$ cat src/shared/jtag_port_pkg.sv
// constants and types shared by the scan and emulation port
`default_nettype none
package jtag_port_pkg;

  // instruction register
  localparam int unsigned IR_W = 4;
  localparam logic [3:0] IR_CAPTURE  = 4'h1;
  localparam logic [3:0] IR_RESET    = 4'h1;
  localparam logic [3:0] OP_IDCODE   = 4'h1;
  localparam logic [3:0] OP_EMU_CTRL = 4'h8;
  localparam logic [3:0] OP_BYPASS   = 4'hF;

  // identity register
  localparam int unsigned ID_W = 32;

  // emulation control register: [1:0] pin direction (1 = out), [3:2] pin drive level
  localparam int unsigned EMU_PINS  = 2;
  localparam int unsigned EMU_W     = 4;
  localparam int unsigned EMU_DIR_LSB = 0;
  localparam int unsigned EMU_LVL_LSB = 2;
  localparam logic [3:0] EMU_RESET  = 4'h0;

  // synchroniser width: number of pin inputs sampled
  localparam int unsigned SYNC_W = 6;

  typedef enum logic [3:0] {
    TEST_LOGIC_RESET,
    RUN_TEST_IDLE,
    SELECT_DR,
    CAPTURE_DR,
    SHIFT_DR,
    EXIT1_DR,
    PAUSE_DR,
    EXIT2_DR,
    UPDATE_DR,
    SELECT_IR,
    CAPTURE_IR,
    SHIFT_IR,
    EXIT1_IR,
    PAUSE_IR,
    EXIT2_IR,
    UPDATE_IR
  } tap_state_t;

endpackage
`default_nettype wire

$ cat src/verilog/tap_sequencer.sv
// sixteen-state test access port sequencer
`timescale 1ns/100ps
`default_nettype none
module tap_sequencer
  import jtag_port_pkg::*;
(
  input  wire logic       ref_clk_i,
  input  wire logic       rst_n_i,
  input  wire logic       scan_reset_i,
  input  wire logic       tck_rise_i,
  input  wire logic       tms_i,
  output var  tap_state_t state_o
);

  tap_state_t next_state;

  always_comb begin
    next_state = state_o;
    case (state_o)
      TEST_LOGIC_RESET: next_state = tms_i ? TEST_LOGIC_RESET : RUN_TEST_IDLE;
      RUN_TEST_IDLE:    next_state = tms_i ? SELECT_DR : RUN_TEST_IDLE;
      SELECT_DR:        next_state = tms_i ? SELECT_IR : CAPTURE_DR;
      CAPTURE_DR:       next_state = tms_i ? EXIT1_DR : SHIFT_DR;
      SHIFT_DR:         next_state = tms_i ? EXIT1_DR : SHIFT_DR;
      EXIT1_DR:         next_state = tms_i ? UPDATE_DR : PAUSE_DR;
      PAUSE_DR:         next_state = tms_i ? EXIT2_DR : PAUSE_DR;
      EXIT2_DR:         next_state = tms_i ? UPDATE_DR : SHIFT_DR;
      UPDATE_DR:        next_state = tms_i ? SELECT_DR : RUN_TEST_IDLE;
      SELECT_IR:        next_state = tms_i ? TEST_LOGIC_RESET : CAPTURE_IR;
      CAPTURE_IR:       next_state = tms_i ? EXIT1_IR : SHIFT_IR;
      SHIFT_IR:         next_state = tms_i ? EXIT1_IR : SHIFT_IR;
      EXIT1_IR:         next_state = tms_i ? UPDATE_IR : PAUSE_IR;
      PAUSE_IR:         next_state = tms_i ? EXIT2_IR : PAUSE_IR;
      EXIT2_IR:         next_state = tms_i ? UPDATE_IR : SHIFT_IR;
      UPDATE_IR:        next_state = tms_i ? SELECT_DR : RUN_TEST_IDLE;
      default:          next_state = TEST_LOGIC_RESET;
    endcase
  end

  always_ff @(posedge ref_clk_i or negedge rst_n_i) begin
    if (!rst_n_i) begin
      state_o <= TEST_LOGIC_RESET;
    end else if (scan_reset_i) begin
      state_o <= TEST_LOGIC_RESET; // RQ5
    end else if (tck_rise_i) begin
      state_o <= next_state; // RQ3
    end
  end

endmodule
`default_nettype wire

$ cat src/verilog/jtag_scan_emulation_port.sv
// scan test and emulation port: tap, scan registers, event pins, crystal drive gating
//
// How it works
// RQ1 - test data in is taken into the selected scan register on test clock rise
// RQ2 - selected scan register shifts out on test data out at test clock fall
// RQ3 - tap sequencer samples mode select on each test clock rise
// RQ4 - test reset high hands device control to the scan system
// RQ5 - test reset low: functional mode, scan logic held reset and ignored
// RQ6 - with test reset high, event pins are emulator interrupts, direction set by scan
// RQ7 - crystal drive output floats while emulator pin 1 is held low
// RQ8 - standard sixteen-state tap; instruction selects the data register on the chain
`timescale 1ns/100ps
`default_nettype none
module jtag_scan_emulation_port
  import jtag_port_pkg::*;
#(
  parameter logic [31:0] ID_CODE = 32'h1234_5001 // arbitrary value
) (
  input  wire logic                ref_clk_i,
  input  wire logic                nrst_i,
  // test port pins
  input  wire logic                tck_i,
  input  wire logic                tms_i,
  input  wire logic                tdi_i,
  input  wire logic                trst_i,
  output logic                     tdo_o,
  output logic                     tdo_oe_o,
  // emulator event pins, split into input, output and enable
  input  wire logic                emulator_event_pin_0_i,
  output logic                     emulator_event_pin_0_o,
  output logic                     emulator_event_pin_0_oe_o,
  input  wire logic                emulator_event_pin_1_i,
  output logic                     emulator_event_pin_1_o,
  output logic                     emulator_event_pin_1_oe_o,
  // core side
  input  wire logic [EMU_PINS-1:0] core_event_i,
  output logic      [EMU_PINS-1:0] emulator_event_o,
  output logic                     scan_control_o,
  // oscillator drive
  input  wire logic                osc_drive_i,
  output logic                     crystal_drive_output_o,
  output logic                     crystal_drive_output_oe_o
);

  ////////////////////////////////////////////////////////////////////////////
  // reset release and pin synchronisers

  logic              rst_n_s1;
  logic              rst_n;
  logic [SYNC_W-1:0] pin_s1;
  logic [SYNC_W-1:0] pin_s2;
  logic              tck_d;

  always_ff @(posedge ref_clk_i or negedge nrst_i) begin
    if (!nrst_i) begin
      rst_n_s1 <= 1'b0;
      rst_n    <= 1'b0;
    end else begin
      rst_n_s1 <= 1'b1;
      rst_n    <= rst_n_s1;
    end
  end

  // first stage is read only by the second stage
  always_ff @(posedge ref_clk_i or negedge rst_n) begin
    if (!rst_n) begin
      pin_s1 <= 6'h00;
      pin_s2 <= 6'h00;
      tck_d  <= 1'b0;
    end else begin
      pin_s1 <= {emulator_event_pin_1_i, emulator_event_pin_0_i,
                 trst_i, tdi_i, tms_i, tck_i};
      pin_s2 <= pin_s1;
      tck_d  <= pin_s2[0];
    end
  end

  wire                tck_s     = pin_s2[0];
  wire                tms_s     = pin_s2[1];
  wire                tdi_s     = pin_s2[2];
  wire                trst_s    = pin_s2[3];
  wire [EMU_PINS-1:0] emu_pin_s = pin_s2[5:4];
  // tms and tdi share the tck latency, so edges see matching data
  wire                tck_rise  = tck_s & ~tck_d;
  wire                tck_fall  = ~tck_s & tck_d;
  wire                scan_reset = ~trst_s; // RQ5

  ////////////////////////////////////////////////////////////////////////////
  // tap sequencer

  tap_state_t state;

  tap_sequencer u_tap (
    .ref_clk_i    (ref_clk_i),
    .rst_n_i      (rst_n),
    .scan_reset_i (scan_reset),
    .tck_rise_i   (tck_rise),
    .tms_i        (tms_s),
    .state_o      (state)
  ); // RQ8

  wire step       = tck_rise & ~scan_reset;
  wire capture_ir = step & (state == CAPTURE_IR);
  wire shift_ir   = step & (state == SHIFT_IR);
  wire update_ir  = step & (state == UPDATE_IR);
  wire capture_dr = step & (state == CAPTURE_DR);
  wire shift_dr   = step & (state == SHIFT_DR);
  wire update_dr  = step & (state == UPDATE_DR);
  wire in_shift   = (state == SHIFT_IR) | (state == SHIFT_DR);

  ////////////////////////////////////////////////////////////////////////////
  // instruction register

  logic [IR_W-1:0] ir_sr;
  logic [IR_W-1:0] ir;

  always_ff @(posedge ref_clk_i or negedge rst_n) begin
    if (!rst_n) begin
      ir_sr <= IR_RESET;
      ir    <= OP_IDCODE;
    end else if (scan_reset || (step && state == TEST_LOGIC_RESET)) begin
      ir_sr <= IR_RESET;
      ir    <= OP_IDCODE;
    end else begin
      if (capture_ir) begin
        ir_sr <= IR_CAPTURE;
      end else if (shift_ir) begin
        ir_sr <= {tdi_s, ir_sr[IR_W-1:1]}; // RQ1
      end
      if (update_ir) begin
        ir <= ir_sr;
      end
    end
  end

  // unknown instructions fall back to bypass
  wire sel_id  = (ir == OP_IDCODE); // RQ8
  wire sel_emu = (ir == OP_EMU_CTRL); // RQ8

  ////////////////////////////////////////////////////////////////////////////
  // data registers

  logic              bypass_sr;
  logic [ID_W-1:0]   id_sr;
  logic [EMU_W-1:0]  emu_sr;
  logic [EMU_W-1:0]  emu_ctl;

  always_ff @(posedge ref_clk_i or negedge rst_n) begin
    if (!rst_n) begin
      bypass_sr <= 1'b0;
      id_sr     <= 32'h0000_0000;
      emu_sr    <= EMU_RESET;
    end else if (capture_dr) begin
      bypass_sr <= 1'b0;
      id_sr     <= ID_CODE;
      // capture shows pin levels in the level field so the emulator sees events
      emu_sr    <= {emu_pin_s, emu_ctl[EMU_DIR_LSB +: EMU_PINS]};
    end else if (shift_dr) begin
      bypass_sr <= tdi_s; // RQ1
      if (sel_id) begin
        id_sr <= {tdi_s, id_sr[ID_W-1:1]}; // RQ1
      end
      if (sel_emu) begin
        emu_sr <= {tdi_s, emu_sr[EMU_W-1:1]}; // RQ1
      end
    end
  end

  always_ff @(posedge ref_clk_i or negedge rst_n) begin
    if (!rst_n) begin
      emu_ctl <= EMU_RESET;
    end else if (scan_reset) begin
      emu_ctl <= EMU_RESET; // RQ5
    end else if (update_dr && sel_emu) begin
      emu_ctl <= emu_sr; // RQ6
    end
  end

  wire dr_bit   = sel_id ? id_sr[0] : (sel_emu ? emu_sr[0] : bypass_sr);
  wire scan_bit = (state == SHIFT_IR) ? ir_sr[0] : dr_bit;

  ////////////////////////////////////////////////////////////////////////////
  // test data out, changed only on the test clock fall, cleared while scan reset is held

  always_ff @(posedge ref_clk_i or negedge rst_n) begin
    if (!rst_n) begin
      tdo_o    <= 1'b0;
      tdo_oe_o <= 1'b0;
    end else if (scan_reset) begin
      tdo_o    <= 1'b0;
      tdo_oe_o <= 1'b0;
    end else if (tck_fall) begin
      tdo_o    <= scan_bit; // RQ2
      tdo_oe_o <= in_shift; // RQ2
    end
  end

  ////////////////////////////////////////////////////////////////////////////
  // emulator event pins

  logic [EMU_PINS-1:0] pin_out;
  logic [EMU_PINS-1:0] pin_oe;

  genvar g;
  generate
    for (g = 0; g < EMU_PINS; g++) begin : g_emu
      wire dir_out = emu_ctl[EMU_DIR_LSB + g];
      wire lvl     = emu_ctl[EMU_LVL_LSB + g];
      always_ff @(posedge ref_clk_i or negedge rst_n) begin
        if (!rst_n) begin
          pin_out[g]          <= 1'b1;
          pin_oe[g]           <= 1'b0;
          emulator_event_o[g] <= 1'b0;
        end else begin
          // pins idle undriven in functional mode
          pin_out[g]          <= lvl & core_event_i[g]; // RQ6
          pin_oe[g]           <= trst_s & dir_out; // RQ6
          // active-low event from the emulator, only while scan owns the device
          emulator_event_o[g] <= trst_s & ~dir_out & ~emu_pin_s[g]; // RQ6
        end
      end
    end
  endgenerate

  assign emulator_event_pin_0_o    = pin_out[0];
  assign emulator_event_pin_0_oe_o = pin_oe[0];
  assign emulator_event_pin_1_o    = pin_out[1];
  assign emulator_event_pin_1_oe_o = pin_oe[1];

  ////////////////////////////////////////////////////////////////////////////
  // scan control handover and crystal drive gating

  always_ff @(posedge ref_clk_i or negedge rst_n) begin
    if (!rst_n) begin
      scan_control_o            <= 1'b0;
      crystal_drive_output_o    <= 1'b0;
      crystal_drive_output_oe_o <= 1'b0;
    end else begin
      scan_control_o            <= trst_s; // RQ4
      crystal_drive_output_o    <= osc_drive_i;
      // the pin level counts, whoever pulls it low
      crystal_drive_output_oe_o <= emu_pin_s[1]; // RQ7
    end
  end

endmodule
`default_nettype wire

$ cat config.mk
export PLATFORM = sky130hd
export DESIGN_NAME = jtag_scan_emulation_port
export DESIGN_NICKNAME = d
export VERILOG_FILES = /design/src/shared/jtag_port_pkg.sv /design/src/verilog/tap_sequencer.sv /design/src/verilog/jtag_scan_emulation_port.sv
export SDC_FILE = /design/constraint.sdc
export NUM_CORES = 1
export LEC_CHECK = 0
export BUFFER_PORTS_ARGS = -buffer_cell sky130_fd_sc_hd__buf_2
export CAP_MARGIN = 10
export CORE_ASPECT_RATIO = 1.5
export CORE_MARGIN = 2
export CORE_UTILIZATION = 45
export CTS_CLUSTER_DIAMETER = 30
export DETAILED_ROUTE_END_ITERATION = 8
export HOLD_SLACK_MARGIN = 0.08
export PLACE_DENSITY = 0.59
export SLEW_MARGIN = 20
export SYNTH_ARGS = -nofsm -noshare
export SYNTH_HDL_FRONTEND = slang
export SYNTH_HIERARCHICAL = 1
export SYNTH_SLANG_ARGS = --single-unit
$ cat constraint.sdc
create_clock -name ref_clk_i -period 3.7 [get_ports ref_clk_i]
set_clock_uncertainty 0.15 [all_clocks]
set_input_delay 0.555 -clock ref_clk_i [delete_from_list [all_inputs] [get_ports ref_clk_i]]
set_output_delay 0.555 -clock ref_clk_i [all_outputs]
set_load 0.05 [all_outputs]
==> reports/qor.yml <==
power_and_ir_drop:
  vdd_ir_drop_max_mv: 0.217
  p_total_uw: 1500
  powerDensity_nw_per_um2: 426
  p_leak_uw: 0.00165
synthesis:
  synth_edf_count: 0
  synth_top_cell_by_area: "dfrtp_1"
  yosys-top-cells-count: "dfrtp_1, a22o_1, nand2_1, nor2_1, mux2i_1"
  synth_top_area_share_pct: 57.7
  syn_area_per_cell_um2: 12.3
  async_reset_ff_share_pct: 100
  ys_types: 58
  netlist_area_um2: 3250
  synth_nets: 275
  post-synth-top-count-cell: "dfrtp_1"
  synth.area.top_cells: "dfrtp_1, a22o_1, dfstp_2"
  yosys_register_bits: 79
  postSynthCellCount: 264
  synth_flop_cell: "dfrtp_1"
  synth-seq-area-share_pct: 60.9
  yosysWarnings: 6
timing:
  finalCriticalPeriod_ns: 2.49
  hold_violations: 0
  tns_ns: 0
  maxSlewHeadroom_pct: 37.5
  setup_viol: 0
  maxSlewViolCount: 0
  max_freq_mhz: 402
  min_period_over_period_pct: 67.2
  worst_pin_slew_ns: 0.937
  rsz0062_at_grt: "no"
setup_path:
  endpoint_kind: "register"
  cp-start-kind: "register"
  path_max_fanout: 25
  cp_data_required_time_ns: 3.83
  critical_path_class: "reg2reg"
  arrival_ns: 2.62
drt:
  vias_per_cell: 5.61
  drt_first_pass_iters: 4
  drc_errors: 0
  wl_per_cell_um: 15.2
  totalWireLength_mm: 5.54
  ant_nets: 0
  drt_iter0_markers: 128
  vias: 2049
floorplanning:
  start_util_pct: 45.6
  dieWidth_um: 73.4
  dieArea_um2: 7940
  ioPinCount: 22
  fp.dieH_um: 108
  rows: 38
  core_um2: 7130
clock_network:
  clkLatencyLatePin_ns: 0.34
  cts_sinks: 79
  cts_tree: "done"
  clk_pin_slew_ns: 0.08
  cts_setup_buffers: 0
  cts_root_buf: "clkbuf_8"
  cts.repair.resized: 0
  htree_levels: 3
  cts_hold_buf: 1
  cts_buffer_depth: 2
  numCtsBuffers: 9
status:
  status: "finished clean"
grt:
  busiest_layer: "met2"
  grt_start_max_net_pins: 78
  grtUsageMet2_pct: 23.9
  antenna_found_initial: 0
  grt_pass1_vias: 1960
  met3_usage_pct: 5.59
  grtUsageMet1_pct: 19.8
  gr-total-overflow: 0
  grt.total_usage_pct: 15.7
  grt_pass1_wl_mm: 9.38
run:
  cap_violations: 0
worst_hold_path:
  worstHoldPathType: "in2reg"
final_layout:
  antenna_cells: 0
  layout-drive-gt1-share_pct: 19.6
  fin_nets: 291
  syn2layout_area_growth_pct: 8.08
placement:
  dp_hpwl_mm: 3.52
  place_congestion: 0.784
  io_buffers: 21
## area by class of cell
class	instances	area (um^2)
Inverter	6	22.5
Fill cell	629	3620
Timing Repair Buffer	22	115
Tap cell	80	100
Clock buffer	10	138
Multi-Input combinational cell	162	1120
Clock inverter	6	36.3
Sequential cell	79	1990
## power breakdown
group | switching (uW) | internal, uW
combinational | 28.6 | 14.2
sequential | 26.1 | 876
clock | 296 | 258
## critical path, stage by stage, from the launching register on
cell and delay (ns):
dfrtp_1 0.64, nor4b_4 0.52, and3_1 0.82, a22o_1 0.28
## stage by stage
| step | utilization (%) | worst slack (ns) | instances | hold WS (ns) | instance area (um^2) |
|---|---|---|---|---|---|
| after floorplan | - | 1.19 | 264 | 0.109 | 3250 |
| after global placement | 46.6 | 1.29 | 348 | 0.181 | 3330 |
| after detailed placement | 46.6 | 1.21 | 348 | 0.187 | 3330 |
| after CTS | 49.2 | 1.19 | 365 | 0.130 | 3510 |
| after global routing | 49.3 | 1.04 | 365 | 0.128 | 3520 |
| final | 49.3 | 1.21 | 365 | 0.160 | 3520 |
## placed cells by master, fill, tap and decap left out, types with 3 or more instances in the layout
cell and instances:
o21ai_0 5, inv_1 4, and3_1 3, nand2_1 17, a31oi_1 3, clkinv_2 4
o21ai_1 4, a22o_1 22, a21o_1 5, nand2b_1 4, nor2_1 15, mux2i_1 8
nor2b_1 7, o22a_1 7, clkbuf_8 10, a21oi_2 4, nand3_1 6, and2_1 7
nand2_2 3, nor3_1 3, dfrtp_1 74, a21oi_1 5, buf_2 21, dfstp_2 4
## sequential cells by signal, indices dropped and copies added, names as in the netlist, 2 cells and up
name and cells:
emu_sr 4, emulator_event_o 2, pin_s2 6, ir 4
pin_s1 6, id_sr 32, ir_sr 4, emu_ctl 4
u_tap/state_o 4
## worst paths after layout
kind	from	endpoint	slack [ns]	cells past startpoint
setup / recovery	u_tap/state_o[0]$_DFFE_PN0P_	id_sr[19]$_DFFE_PN0P_	1.21	3
hold / removal	osc_drive_i	crystal_drive_output_o$_DFF_PN0_	0.16	1
setup reg to reg	u_tap/state_o[0]$_DFFE_PN0P_	id_sr[19]$_DFFE_PN0P_	1.21	3
hold reg to reg	pin_s1[5]$_DFF_PN0_	pin_s2[5]$_DFF_PN0_	0.20	0
max in group asynchronous	rst_n$_DFF_PN0_	id_sr[31]$_DFFE_PN0P_	2.47	0
min in group asynchronous	rst_n$_DFF_PN0_	id_sr[7]$_DFFE_PN0P_	0.33	0
## layer usage
metal,vias up,routed length (um)
li1,987,-
met1,1013,2530
met2,39,2700
met3,10,190
met4,0,122
met5,-,0
## cells by family after synthesis
kind of cell           synth area share, %
AND/OR/NAND/NOR                       13.9
AO/OA/AOI/OAI                         17.5
flip-flops                            60.9
buffers and inverters                 4.85
XOR/XNOR                             0.269
other                                0.115
multiplexers                          2.46
Note: power is estimated with default switching activity, not from simulation.
